### config.mk
export PLATFORM = sky130hd
export DESIGN_NAME = uds_core
export DESIGN_NICKNAME = d
export VERILOG_FILES = /design/src/uds_pkg.sv /design/src/uds_core.sv
export SDC_FILE = /design/constraint.sdc
export NUM_CORES = 1
export LEC_CHECK = 0
export BUFFER_PORTS_ARGS = -buffer_cell sky130_fd_sc_hd__buf_2
export CORE_MARGIN = 8
export CORE_UTILIZATION = 50
export DETAILED_ROUTE_END_ITERATION = 6
export PLACE_DENSITY = 0.84
export RECOVER_POWER = 25
export SYNTH_ARGS = -nofsm -noshare
export SYNTH_HDL_FRONTEND = slang
export SYNTH_SLANG_ARGS = --single-unit
### constraint.sdc
create_clock -name clk -period 2.98 [get_ports clk]
set_clock_uncertainty 0.1 [all_clocks]
set_input_delay 0.447 -clock clk [delete_from_list [all_inputs] [get_ports clk]]
set_output_delay 0.447 -clock clk [all_outputs]
set_load 0.05 [all_outputs]
### src/uds_pkg.sv
// Shared constants and carriers for the USB device state and interrupt block
package uds_pkg;

  localparam int ADDR_W = 8;
  localparam int DATA_W = 32;

  ////////////////////////////////////////////////////////////////////////////
  // Register byte offsets
  localparam logic [7:0] OFS_FRAME  = 8'h00;
  localparam logic [7:0] OFS_GLOBAL = 8'h04;
  localparam logic [7:0] OFS_FADDR  = 8'h08;
  localparam logic [7:0] OFS_IER    = 8'h10;
  localparam logic [7:0] OFS_IDR    = 8'h14;
  localparam logic [7:0] OFS_IMR    = 8'h18;
  localparam logic [7:0] OFS_ISR    = 8'h1C;
  localparam logic [7:0] OFS_ICR    = 8'h20;

  ////////////////////////////////////////////////////////////////////////////
  // Field positions
  localparam int FRM_CNT_W    = 11;
  localparam int FRM_BAD_POS  = 16;
  localparam int FRM_GOOD_POS = 17;
  localparam int BYTE_GOOD_POS = 4;
  localparam int BYTE_BAD_POS  = 3;
  localparam int GLB_ADDR_POS = 0;
  localparam int GLB_CFG_POS  = 1;
  localparam int DEVICE_ADDRESS_VALUE_W       = 7;
  localparam int FEN_POS      = 8;
  localparam int IRQ_EP_POS   = 0;
  localparam int IRQ_SUSP_POS = 8;
  localparam int IRQ_RSM_POS  = 9;
  localparam int IRQ_SOF_POS  = 11;
  localparam int IRQ_BRST_POS = 12;
  localparam int IRQ_WAKE_POS = 13;

  ////////////////////////////////////////////////////////////////////////////
  // Reset values and bit groups
  localparam logic [31:0] IRQ_STATUS_BITS = 32'h0000_3B0F;
  localparam logic [31:0] IRQ_MASK_BITS   = 32'h0000_2B0F;
  localparam logic [31:0] IRQ_FIXED_ON    = 32'h0000_1000;
  localparam logic [31:0] IMR_RST         = 32'h0000_0200;
  localparam logic [31:0] ISR_RST         = 32'h0000_0000;
  localparam logic [6:0]  DEVICE_ADDRESS_VALUE_RST        = 7'h00;
  localparam logic        FEN_RST         = 1'b1;

  // Bus handshake states
  typedef enum logic [1:0] {
    BUS_IDLE = 2'b01,
    BUS_DONE = 2'b10
  } uds_bus_e;

  // Events from the packet engine, one-cycle pulses except ep_irq, sof_err and sof_frame
  typedef struct packed {
    logic        frame_packet_ident;
    logic        frame_packet_end;
    logic        sof_err;
    logic [10:0] sof_frame;
    logic [3:0]  ep_irq;
    logic        suspend;
    logic        resume;
    logic        wakeup;
    logic        bus_reset_done;
  } uds_link_s;

  // Device state towards the packet engine
  typedef struct packed {
    logic       address_state_bit;
    logic       configured_bit;
    logic [6:0] device_address_value;
    logic       function_enable_bit;
  } uds_dev_s;

endpackage

### src/uds_core.sv
// Frame tracking, device state, function address and interrupt mask/status
`timescale 1ns/1ps

// Notes on behaviour
// Keep 11-bit frame count, stored at end of each start-of-frame packet.
// Bad-frame flag set at packet end with error, cleared at next identifier.
// Good-frame flag set at clean packet end, cleared at next identifier.
// Frame-start interrupt status rises at the identifier, not at packet end.
// Byte view: good flag at high byte bit 4, bad at low byte bit 3.
// Address-state bit: write 1 sets it, write 0 ignored, reset clears.
// Firmware writes address first, sets address state after status stage.
// Configured bit reads state; write 1 enters, write 0 leaves.
// Firmware sets configured only when addressed and configuration succeeded.
// Seven-bit function address, zero after reset.
// Function-enable bit 8 reads back; 0 disables endpoints, 1 lets data flow.
// Firmware sets function enable after the host's bus reset.
// Enable register: 1 enables endpoint, suspend, resume, frame sources.
// Enable register bit 13 enables bus wakeup; 0 has no effect.
// Disable register: 1 disables the same sources, wakeup too.
// One readable mask, reset enabling resume and fixed bit 12.
// Mask bit 12, end of bus reset, always reads 1.
// Interrupt high while any status bit meets a set mask bit.
// Unused bits read zero, writes to them ignored.
module uds_core (
  // Clock and reset
  input  wire logic                clk,
  input  wire logic                nrst,
  // Avalon-MM slave
  input  wire logic [7:0]          avs_address,
  input  wire logic                avs_read,
  input  wire logic                avs_write,
  input  wire logic [31:0]         avs_writedata,
  input  wire logic [3:0]          avs_byteenable,
  output logic      [31:0]         avs_readdata,
  output logic                     avs_waitrequest,
  // Packet engine side
  input  wire uds_pkg::uds_link_s  link_in,
  output uds_pkg::uds_dev_s        dev_state,
  // Byte-wide view of the frame status
  output logic      [7:0]          frame_byte_high,
  output logic      [7:0]          frame_byte_low,
  // Interrupt
  output logic                     irq
);

  ////////////////////////////////////////////////////////////////////////////
  // State
  uds_pkg::uds_bus_e bus_state;
  uds_pkg::uds_bus_e next_bus_state;

  logic [10:0] frame_count;
  logic        frame_good_flag;
  logic        frame_bad_flag;
  logic        address_state_bit;
  logic        configured_bit;
  logic [6:0]  device_address_value;
  logic        function_enable_bit;
  logic [31:0] irq_mask;
  logic [31:0] irq_status;

  ////////////////////////////////////////////////////////////////////////////
  // Bus handshake: one wait cycle, then the answer
  wire req = avs_read | avs_write;
  wire ack = (bus_state == uds_pkg::BUS_DONE);

  always_comb begin
    case (bus_state)
      uds_pkg::BUS_IDLE: next_bus_state = req ? uds_pkg::BUS_DONE : uds_pkg::BUS_IDLE;
      uds_pkg::BUS_DONE: next_bus_state = uds_pkg::BUS_IDLE;
      default:           next_bus_state = uds_pkg::BUS_IDLE;
    endcase
  end

  assign avs_waitrequest = req & ~ack;

  always_ff @(posedge clk or negedge nrst) begin
    if (!nrst) begin
      bus_state <= uds_pkg::BUS_IDLE;
    end else begin
      bus_state <= next_bus_state;
    end
  end

  ////////////////////////////////////////////////////////////////////////////
  // Decode; writes take effect on the edge that ends the access
  wire [31:0] lane_mask = {{8{avs_byteenable[3]}}, {8{avs_byteenable[2]}},
                           {8{avs_byteenable[1]}}, {8{avs_byteenable[0]}}};
  wire [31:0] wdata = avs_writedata & lane_mask;
  wire        wr    = avs_write & ack;

  wire sel_global = (avs_address == uds_pkg::OFS_GLOBAL);
  wire sel_faddr  = (avs_address == uds_pkg::OFS_FADDR);
  wire wr_global  = wr & sel_global;
  wire wr_faddr   = wr & sel_faddr;
  wire wr_ier     = wr & (avs_address == uds_pkg::OFS_IER);
  wire wr_idr     = wr & (avs_address == uds_pkg::OFS_IDR);
  wire wr_icr     = wr & (avs_address == uds_pkg::OFS_ICR);

  wire glb_addr_lane = avs_byteenable[0];
  wire device_address_value_lane     = avs_byteenable[0];
  wire fen_lane      = avs_byteenable[1];

  ////////////////////////////////////////////////////////////////////////////
  // Frame tracking
  // Packet end beats identifier in the same cycle so a flag is never lost
  wire [10:0] next_frame_count = link_in.frame_packet_end ? link_in.sof_frame : frame_count;
  wire next_frame_good = link_in.frame_packet_end ? ~link_in.sof_err :
                         (link_in.frame_packet_ident ? 1'b0 : frame_good_flag);
  wire next_frame_bad  = link_in.frame_packet_end ? link_in.sof_err :
                         (link_in.frame_packet_ident ? 1'b0 : frame_bad_flag);

  always_ff @(posedge clk or negedge nrst) begin
    if (!nrst) begin
      frame_count     <= 11'h000;
      frame_good_flag <= 1'b0;
      frame_bad_flag  <= 1'b0;
    end else begin
      frame_count     <= next_frame_count;
      frame_good_flag <= next_frame_good;
      frame_bad_flag  <= next_frame_bad;
    end
  end

  // Literal byte layout; bit 3 of the low byte carries the bad flag
  assign frame_byte_high = {3'h0, frame_good_flag, 1'b0, frame_count[10:8]};
  assign frame_byte_low  = {frame_count[7:4], frame_bad_flag, frame_count[2:0]};

  ////////////////////////////////////////////////////////////////////////////
  // Device state
  // Address state can only be left through reset
  wire next_address_state = address_state_bit |
    (wr_global & glb_addr_lane & wdata[uds_pkg::GLB_ADDR_POS]);
  wire next_configured = (wr_global & glb_addr_lane) ?
    wdata[uds_pkg::GLB_CFG_POS] : configured_bit;
  wire [6:0] next_device_address = (wr_faddr & device_address_value_lane) ?
    wdata[uds_pkg::DEVICE_ADDRESS_VALUE_W-1:0] : device_address_value;
  wire next_function_enable = (wr_faddr & fen_lane) ?
    wdata[uds_pkg::FEN_POS] : function_enable_bit;

  always_ff @(posedge clk or negedge nrst) begin
    if (!nrst) begin
      address_state_bit    <= 1'b0;
      configured_bit       <= 1'b0;
      device_address_value <= uds_pkg::DEVICE_ADDRESS_VALUE_RST;
      function_enable_bit  <= uds_pkg::FEN_RST;
    end else begin
      address_state_bit    <= next_address_state;
      configured_bit       <= next_configured;
      device_address_value <= next_device_address;
      function_enable_bit  <= next_function_enable;
    end
  end

  assign dev_state.address_state_bit    = address_state_bit;
  assign dev_state.configured_bit       = configured_bit;
  assign dev_state.device_address_value = device_address_value;
  assign dev_state.function_enable_bit  = function_enable_bit;

  ////////////////////////////////////////////////////////////////////////////
  // Interrupt mask: set and clear writes share one register
  wire [31:0] mask_set   = wr_ier ? (wdata & uds_pkg::IRQ_MASK_BITS) : 32'h0000_0000;
  wire [31:0] mask_clr   = wr_idr ? (wdata & uds_pkg::IRQ_MASK_BITS) : 32'h0000_0000;
  wire [31:0] next_mask  = (irq_mask | mask_set) & ~mask_clr;
  wire [31:0] mask_view  = irq_mask | uds_pkg::IRQ_FIXED_ON;

  always_ff @(posedge clk or negedge nrst) begin
    if (!nrst) begin
      irq_mask <= uds_pkg::IMR_RST;
    end else begin
      irq_mask <= next_mask;
    end
  end

  ////////////////////////////////////////////////////////////////////////////
  // Interrupt status: sticky events, write one to clear, set wins
  logic [31:0] evt;
  always_comb begin
    evt = 32'h0000_0000;
    evt[uds_pkg::IRQ_SUSP_POS] = link_in.suspend;
    evt[uds_pkg::IRQ_RSM_POS]  = link_in.resume;
    evt[uds_pkg::IRQ_SOF_POS]  = link_in.frame_packet_ident;
    evt[uds_pkg::IRQ_BRST_POS] = link_in.bus_reset_done;
    evt[uds_pkg::IRQ_WAKE_POS] = link_in.wakeup;
  end

  wire [31:0] stat_clr   = wr_icr ? wdata : 32'h0000_0000;
  wire [31:0] next_status = ((irq_status & ~stat_clr) | evt) & uds_pkg::IRQ_STATUS_BITS;

  always_ff @(posedge clk or negedge nrst) begin
    if (!nrst) begin
      irq_status <= uds_pkg::ISR_RST;
    end else begin
      irq_status <= next_status;
    end
  end

  // Endpoint status is owned by the endpoint logic and only mirrored here
  wire [31:0] status_view = irq_status |
    {28'h0000_000, link_in.ep_irq};

  // Level output, falls as soon as no masked pair is left
  assign irq = |(status_view & mask_view);

  ////////////////////////////////////////////////////////////////////////////
  // Read data, captured in the wait cycle
  logic [31:0] rd_mux;
  always_comb begin
    rd_mux = 32'h0000_0000;
    case (avs_address)
      uds_pkg::OFS_FRAME: begin
        rd_mux[uds_pkg::FRM_CNT_W-1:0]   = frame_count;
        rd_mux[uds_pkg::FRM_BAD_POS]     = frame_bad_flag;
        rd_mux[uds_pkg::FRM_GOOD_POS]    = frame_good_flag;
      end
      uds_pkg::OFS_GLOBAL: begin
        rd_mux[uds_pkg::GLB_ADDR_POS] = address_state_bit;
        rd_mux[uds_pkg::GLB_CFG_POS]  = configured_bit;
      end
      uds_pkg::OFS_FADDR: begin
        rd_mux[uds_pkg::DEVICE_ADDRESS_VALUE_W-1:0] = device_address_value;
        rd_mux[uds_pkg::FEN_POS]    = function_enable_bit;
      end
      uds_pkg::OFS_IMR: rd_mux = mask_view;
      uds_pkg::OFS_ISR: rd_mux = status_view;
      default:          rd_mux = 32'h0000_0000;
    endcase
  end

  always_ff @(posedge clk or negedge nrst) begin
    if (!nrst) begin
      avs_readdata <= 32'h0000_0000;
    end else if (avs_read && !ack) begin
      avs_readdata <= rd_mux;
    end
  end

endmodule // uds_core

== Word level (Yosys, flattened, before mapping) ==
Index checks and enable logic that the tools add are counted.

* Bitwise operators: 24
* Reductions and logical operators: 5
* Equal/unequal tests: 9
* Mux-type cells: 16

{| class="wikitable"
|+ Operators with widths
! cell !! count
|-
| $mux 14 || 3
|-
| $and 14x32->32 || 1
|-
| $and 32x32->32 || 1
|-
| $eq 8x5->1 const B || 4
|-
| $not 14->32 || 1
|-
| $or 32x14->32 || 1
|-
| $reduce_or 32->1 || 1
|-
| $and 14x14->14 || 2
|-
| $pmux 14 s2 || 1
|-
| $pmux 5 s4 || 1
|-
| $not 14->14 || 1
|-
| $or 14x14->14 || 1
|-
| $or 14x4->14 || 1
|-
| $pmux 2 s3 || 2
|-
| $and 1x1->1 || 11
|-
| $pmux 2 s5 || 1
|-
| $pmux 5 s2 || 1
|-
| $eq 8x3->1 const B || 1
|-
| $eq 8x4->1 const B || 1
|-
| $eq 8x6->1 const B || 1
|-
| $logic_not 8->1 || 1
|-
| $mux 2 || 2
|-
| $pmux 1 s4 || 1
|-
| $mux 1 || 3
|-
| 8 further kinds || 10
|}

* Bits of input ports: 70
* Logic and storage cells: 65
* Output and inout bits: 60
* Register bits after elaboration: 98

== Logic depth before layout (Yosys ltp) ==
Gate-level depths: netlist of the first run.

* Depth in word-level cells: 7
* Gate-level depth with buffers: 6
* Depth with buffers taken out: 4

== Least setup slack after synthesis of the first run ==
OpenSTA, ideal clock, no wires.

* Kind: in2reg
* From: input port avs_address[5]
* To: register configured_bit
* Required time: 2.755 ns
* Path slack: 0.892 ns
* Setup time: 0.125 ns
* Arrival time: 1.863 ns
* Cell stages on the path: 4
* Buffers on the path: 0
* Cell sequence: or4_4 nor4_4 and4b_4 mux2_4

* Longest elaborated chain between the ends: 3

{| class="wikitable"
|+ RTL lines
! what !! line !! RTL
|-
| from (decl) || uds_core.sv:29 || <nowiki>input wire logic [7:0] avs_address,</nowiki>
|-
| $eq 8x3->1 || uds_core.sv:91 || <nowiki>wire sel_global = (avs_address == uds_pkg::OFS_GLOBAL);</nowiki>
|-
| $and 1x1->1 || uds_core.sv:93 || <nowiki>wire wr_global = wr & sel_global;</nowiki>
|-
| $and 1x1->1 || uds_core.sv:133 || <nowiki>wire next_configured = (wr_global & glb_addr_lane) ?</nowiki>
|-
| to (signal assigned) || uds_core.sv:148 || <nowiki>configured_bit <= next_configured;</nowiki>
|-
| to (decl) || uds_core.sv:55 || <nowiki>logic configured_bit;</nowiki>
|}

Every way passes these cells.
A chain may end at the register's enable or synchronous reset.

== Worst setup path after layout of the first run ==
* From: register irq_mask[13]
* To: output port irq

* Longest elaborated chain between the ends: 2

{| class="wikitable"
|+ RTL lines
! what !! line !! RTL
|-
| from (decl) || uds_core.sv:58 || <nowiki>logic [31:0] irq_mask;</nowiki>
|-
| from (signal assigned) || uds_core.sv:168 || <nowiki>irq_mask <= uds_pkg::IMR_RST;</nowiki>
|-
| from (signal assigned) || uds_core.sv:170 || <nowiki>irq_mask <= next_mask;</nowiki>
|-
| $and 14x32->32 || uds_core.sv:202 || <nowiki>assign irq = |(status_view & mask_view);</nowiki>
|-
| $reduce_or 32->1 || uds_core.sv:202 ||
|-
| to (decl) || uds_core.sv:43 || <nowiki>output logic irq</nowiki>
|}

Every way passes these cells.

==> results of run 1 <==
-- synthesized netlist by cell type (all sizes together), types with 2 or more instances --
| cell type | number | area (µm²) |
|---|---|---|
| dfrtp | 55 | 1376 |
| buf | 36 | 266.5 |
| nand2 | 24 | 90.09 |
| mux2 | 20 | 229.0 |
| o21ai | 20 | 100.1 |
| inv | 16 | 60.06 |
| clkbuf | 12 | 45.04 |
| nand4 | 11 | 68.82 |
| mux2i | 10 | 100.1 |
| nor2 | 8 | 30.03 |
| nand3 | 7 | 35.03 |
| a21o | 6 | 46.30 |
| a22oi | 6 | 45.04 |
| a222oi | 4 | 40.04 |
| a31oi | 4 | 25.02 |
| nor3 | 4 | 31.28 |
| a21oi | 3 | 15.01 |
| dfstp | 3 | 78.83 |
| nor2b | 3 | 18.77 |
| nor4 | 3 | 33.78 |
| o31ai | 3 | 22.52 |
| and2 | 2 | 12.51 |
| and3b | 2 | 17.52 |
| nand2b | 2 | 12.51 |
| o211ai | 2 | 15.01 |
| o22a | 2 | 17.52 |
| or3 | 2 | 12.51 |
| or4 | 2 | 18.77 |
-- metal layers --
| layer | GRT usage | part of all wire |
|---|---|---|
| met2 | 0.2947 | 0.51 |
| met4 | 0.08859 | 0.017 |
| met5 | 0 | 0 |
| met1 | 0.2040 | 0.40 |
| met3 | 0.04612 | 0.080 |
-- final timing paths --
| path | slack [ps] | endpoint | startpoint | cells after the start |
|---|---|---|---|---|
| hold / removal | 200 | irq_status[12] | link_in[0] | 2 |
| max in group asynchronous | 1090 | bus_state[1] | nrst | 1 |
| hold reg to reg | 370 | avs_readdata[7] | avs_readdata[7] | 2 |
| setup reg to reg | 1080 | device_address_value[3] | bus_state[0] | 4 |
| setup / recovery | 750 | irq | irq_mask[13] | 4 |
| min in group asynchronous | 560 | device_address_value[4] | nrst | 1 |
-- cells by family after synthesis --
| group | after synthesis | share of synthesized area |
|---|---|---|
| and+or+nand+nor | 76 | 0.1478 |
| buffers and inverters | 64 | 0.1261 |
| DFF | 58 | 0.4938 |
| AOI/OAI and AO/OA | 53 | 0.1193 |
| muxes | 30 | 0.1117 |
| other | 1 | 0.001273 |
-- power by group through the flow --
stage | Combinational, mW | Sequential (mW) | Clock (mW)
after global placement | 0.351 | 0.863 | 0
final | 0.355 | 0.855 | 0.702
after floorplan | 0.284 | 0.868 | 0
after global routing | 0.381 | 0.858 | 0.744
after CTS | 0.357 | 0.853 | 0.709
after detailed placement | 0.356 | 0.866 | 0
-- sequential cells by signal, indices dropped and copies added, names as in the netlist --
signal	cells
avs_readdata	16
frame_count	11
irq_status	9
irq_mask	8
device_address_value	7
bus_state	2
address_state_bit	1
configured_bit	1
frame_bad_flag	1
frame_good_flag	1
function_enable_bit	1
-- final cells by class --
type,count,area share
tap,75,0.02721
sequential,58,0.4220
clock inverter,3,0.01161
clock buffer,12,0.04209
multi-input combinational,179,0.3454
timing repair buffer,91,0.1343
inverter,16,0.01742
-- through the flow --
stage,setup WS [ps],util,hold WS (ps)
final,746.5,0.5929,196.5
after global routing,640.4,0.5929,194.1
after CTS,738.2,0.5934,129.9
after detailed placement,670.0,0.5615,365.3
after global placement,758.9,0.5615,353.3
after floorplan,892.0,-,51.41
==> metrics.md, run 1 <==
| Metric | Value |
|---|---|
| Max_cap viols | 1 |
| Die area | 8605 µm² |
| DR pass1 iterations | 4 |
| Post-CTS sizing | 0 |
| Total global routing overflow | 0 |
| Crit. End Element | output pin |
| Area growth from synthesis to layout | 17.03% |
| Core area | 5816 µm² |
| Asr flop ratio synth | 1.000 |
| Final hold vios | 0 |
| Clock slew at reported path FFs | 60 ps |
| Setup TNS | 0 ps |
| Worst skew pair latency | 340 ps |
| Final setup fails | 0 |
| Yosys warning total | 0 |
| Tmin final | 2233 ps |
| Placed cells | 419 |
| Number of port buffers | 87 |
| Family with the most delay on the worst path | compound AO/OA/AOI/OAI gates |
| Area of the multi-input gates | 1191 µm² |
| Final ANT Viol Nets | 0 |
| Boundary pin count | 130 |
| LEAKAGE | 1.784 nW |
| Wire per inst | 17.62 µm |
| Max Buffers Root-to-Sink | 2 |
| Power share of the clock group | 0.367 |
| Final worst path period share | 0.7495 |
| Detailed placement HPWL | 5.653 mm |
| Vias per inst | 5.493 |
| # Post-CTS Setup Buffers | 0 |
| DR vias | 2384 |
| Worst hold path class | primary input to flop |
| Seq pwr share | 0.447 |
| Fill count | 526 |
| Kind of critical path | flop to output pin |
| Maximum fanout along the worst path | 3 |
| Total power | 1.912 mW |
| Worst-Margin Slew | 1969 ps |
| Fmax | 0.4477 GHz |
| Commonest non-fill, non-tap cell in the layout | buf_2 |
| 1st-iter DRT viols | 141 |
| Initial antenna violation count | 0 |
| Worst path cell trace | a222oi_1, and3_1, o2111ai_1, buf_2 |
| Residual DRC | 0 |
| Switching share of power | 0.3112 |
| CTS tree | built |
| Pin count of the biggest net entering global routing | 38 |
| Worst stage delay on the critical path | 400 ps |
| Post-Layout Cell Count | 434 |
| Slowest cell on the critical path | dfrtp_1 |
| Max-slew violation count | 38 |
| Total wire length | 7.648 mm |
| Finished Cell Area | 3448 µm² |
| Post-synthesis sequential area ratio | 0.4938 |
| Total track usage | 0.1762 |
| Clk Tree Root Cell | clkbuf_8 |
| Req. time, crit path | 2430 ps |
| CTS Sinks | 58 |
| CTS H-tree lvls | 3 |
| Vias in the first global route | 2312 |
| Number of synthesized register bits | 58 |
| Logic gate share of total power | 0.186 |
| Rows | 28 |
| Startpoint types | flop |
| Arrival time at the worst endpoint | 1690 ps |
| Placed cell area | 3266 µm² |
| Hold buffer count at CTS | 0 |
| Status | complete, but fails checks |
| # diodes | 0 |
| Cell-internal power | 1.317 mW |
| FF+latch area | 1455 µm² |
| Nets | 425 |
| Die Span Y | 92.77 µm |
| Post-synth EDFFs | 0 |
| Failing checks | max-capacitance violations, max-slew violations |
| Max VDD drop | 0.0002661 V |
| Max-slew headroom | -0.3128 |
| Mean Syn Cell Area | 10.45 µm² |
| Sw Pwr | 595.0 µW |
| Gate count of the mapped netlist | 282 |
| Ratio of cells with drive above 1 in the final layout | 0.3649 |
| Commonest cells after routing, fill and taps aside | buf_2 (85), dfrtp_1 (55), nand2_1 (24) |
| Yosys cell types | 44 |
| Starting density of the core | 0.5067 |
| Main synth FF type | dfrtp_1 |
| Syn Std Cell Area | 2947 µm² |
| Gp weighted congestion | 0.8231 |
| RSZ-0062 raised after global routing | no |
| Worst Path Buf+Inv | 1 |
| PwrDens | 554.5 nW/µm² |
| Cts bufs inserted | 9 |
| First-pass GRT wire length | 11.64 mm |
| Die Wd | 92.77 µm |
Power figures use the tool's default switching activity.
==> run 2: changes to the inputs <==
Settings changed: CORE_UTILIZATION 50 to 43, PLACE_DENSITY 0.84 to 0.77.
Clock period 2.98 ns to 1.95 ns, I/O delays scaled along.
==> run 2 against run 1 <==
Against the previous run:
- clock power is 35% higher
- critical path depth stayed put
- routed wire length is 4.1% higher
- sequential power is 52% higher
- power is 47% higher
- cell count is 4.8% higher
- via count hardly changed
- die area is 13% higher
- design area is 3.0% higher
- the run ends with negative setup slack left
- hold slack worse by 170 ps
==> metrics.md, run 2 (synthesis gave the netlist of run 1 again) <==
| Metric | Value |
|---|---|
| Worst skew pair latency | 340 ps |
| PwrDens | 792.1 nW/µm² |
| Max Buffers Root-to-Sink | 2 |
| Nets | 440 |
| Largest register FFs | 16 |
| RSZ-0062 raised after global routing | yes |
| Final setup fails | 1 |
| Req. time, crit path | 1560 ps |
| Final hold vios | 0 |
| Gp weighted congestion | 0.9093 |
| CTS Sinks | 58 |
| Post-Layout Cell Count | 455 |
| Cell-internal power | 1.903 mW |
| Largest Register | avs_readdata |
| Worst stage delay on the critical path | 400 ps |
| Die Span Y | 98.78 µm |
| Core area | 6719 µm² |
| Placed cells | 437 |
| Crit. End Element | output pin |
| Worst path cell trace | a222oi_1, and3_1, o2111ai_1, buf_4 |
| Startpoint types | flop |
| First-pass GRT wire length | 12.70 mm |
| Worst Hold Launch | link_in[2] |
| Worst r2r dst | configured_bit |
| Maximum fanout along the worst path | 2 |
| LEAKAGE | 1.851 nW |
| Logic gate share of total power | 0.201 |
| Fmax | 0.4895 GHz |
| Residual DRC | 0 |
| Finished Cell Area | 3552 µm² |
| Max-slew headroom | 0.1956 |
| Crit. Startpoint | irq_status[13] |
| Reg-to-reg slack, setup | 190 ps |
| Worst hold path class | primary input to flop |
| Total wire length | 7.959 mm |
| Initial antenna violation count | 0 |
| Final ANT Viol Nets | 0 |
| Max-slew violation count | 0 |
| 1st-iter DRT viols | 146 |
| Total track usage | 0.1691 |
| Failing checks | negative setup slack |
| Seq pwr share | 0.462 |
| Die area | 9757 µm² |
| Clock slew at reported path FFs | 70 ps |
| Max_cap viols | 0 |
| Wire per inst | 17.49 µm |
| R2R depth | 4 |
| Vias per inst | 5.244 |
| Detailed placement HPWL | 6.133 mm |
| Area growth from synthesis to layout | 20.55% |
| CTS H-tree lvls | 3 |
| Placed cell area | 3382 µm² |
| Number of port buffers | 87 |
| Switching share of power | 0.3236 |
| Status | complete, but fails checks |
| Place WS | -24.94 ps |
| DR vias | 2386 |
| Biggest regs | avs_readdata x16, frame_count x11, irq_status x9 |
| Rows | 30 |
| Slowest cell on the critical path | dfrtp_1 |
| Pin count of the biggest net entering global routing | 23 |
| Starting density of the core | 0.4385 |
| Commonest non-fill, non-tap cell in the layout | buf_2 |
| Vias in the first global route | 2467 |
| Sw Pwr | 910.4 µW |
| Fin Hold WS | 29.82 ps |
| Terminating pin of the worst hold path | irq_status[9] |
| Worst-Margin Slew | 1207 ps |
| Worst Slack Setup Final | -93.07 ps |
| Tmin final | 2043 ps |
| Cts bufs inserted | 9 |
| Clk Tree Root Cell | clkbuf_8 |
| Max VDD drop | 0.0003349 V |
| Total global routing overflow | 0 |
| Commonest cells after routing, fill and taps aside | buf_2 (85), dfrtp_1 (55), nand2_1 (24) |
| DR pass1 iterations | 5 |
| Boundary pin count | 130 |
| Ratio of cells with drive above 1 in the final layout | 0.3867 |
| Kind of critical path | flop to output pin |
| Hold depth | 2 |
| CTS tree | built |
| Beginning of the worst register-to-register path | bus_state[0] |
| Die Wd | 98.78 µm |
| Final worst path period share | 1.048 |
| # diodes | 0 |
| Arrival time at the worst endpoint | 1650 ps |
| Power share of the clock group | 0.337 |
==> run 2: cell types whose count changed in the layout (fill, tap and decap cells not counted) <==
cell	before	now
clkbuf_4	0	1
dfstp_1	0	1
bufinv_16	1	0
clkinv_2	2	3
dfstp_2	3	2
dlygate4sd3_1	0	1
buf_4	4	18
==> run 2: cell type report <==
cell class,count,area (µm²)
clock inverter,3,15.01
fill,635,3167
multi-input combinational,179,1191
tap,80,100.1
clock buffer,13,148.9
timing repair buffer,106,581.8
sequential,58,1455
inverter,16,60.06
==> run 2: per-stage QoR <==
| stage | utilization | setup TNS [ps] | power (mW) |
|---|---|---|---|
| after floorplan | - | 0 | 1.760 |
| after global placement | 0.5034 | 0 | 1.882 |
| after detailed placement | 0.5034 | -144.6 | 1.896 |
| after CTS | 0.5307 | -131.5 | 2.848 |
| after global routing | 0.5287 | -1086 | 2.959 |
| final | 0.5287 | -93.07 | 2.814 |
==> run 2: worst max path at each step <==
| stage | to | cells after the start |
|---|---|---|
| after floorplan | configured_bit | 4 |
| after CTS | irq | 4 |
| final | irq | 4 |
| after global placement | irq_status[2] | 5 |
| after global routing | irq | 4 |
| after detailed placement | irq_status[0] | 5 |
==> run 2: metal layers <==
| metal | GRT usage | part of all wire | vias up |
|---|---|---|---|
| li1 | - | - | 1129 |
| met1 | 0.1894 | 0.40 | 1137 |
| met2 | 0.2749 | 0.49 | 104 |
| met3 | 0.07188 | 0.087 | 16 |
| met4 | 0.07202 | 0.020 | 0 |
| met5 | 0 | 0 | - |
==> run 2: what timing repair did <==
| action | in CTS | in global routing |
|---|---|---|
| pin swaps | 2 | 0 |
| setup endpoints to repair | 1 | 1 |
| endpoints found under the hold margin | 16 | 0 |
| buffers inserted | 1 | 0 |
| hold buffers | 1 | 0 |
| resized for setup | 1 | 0 |
==> run 2: critical path, delay by kind of cell (launching register included) <==
| kind | cells | cell delay [ps] |
|---|---|---|
| buffers and inverters | 1 | 210 |
| DFF | 1 | 400 |
| and+or+nand+nor | 1 | 220 |
| AOI/OAI and AO/OA | 2 | 490 |
==> run 2: power by group through the flow <==
stage,logic [mW],registers (mW),clock network (mW)
4_1_cts,0.573,1.30,0.971
2_1_floorplan,0.434,1.33,0
3_5_place_dp,0.570,1.33,0
5_1_grt,0.607,1.31,1.04
6_report,0.566,1.30,0.947
3_3_place_gp,0.561,1.32,0
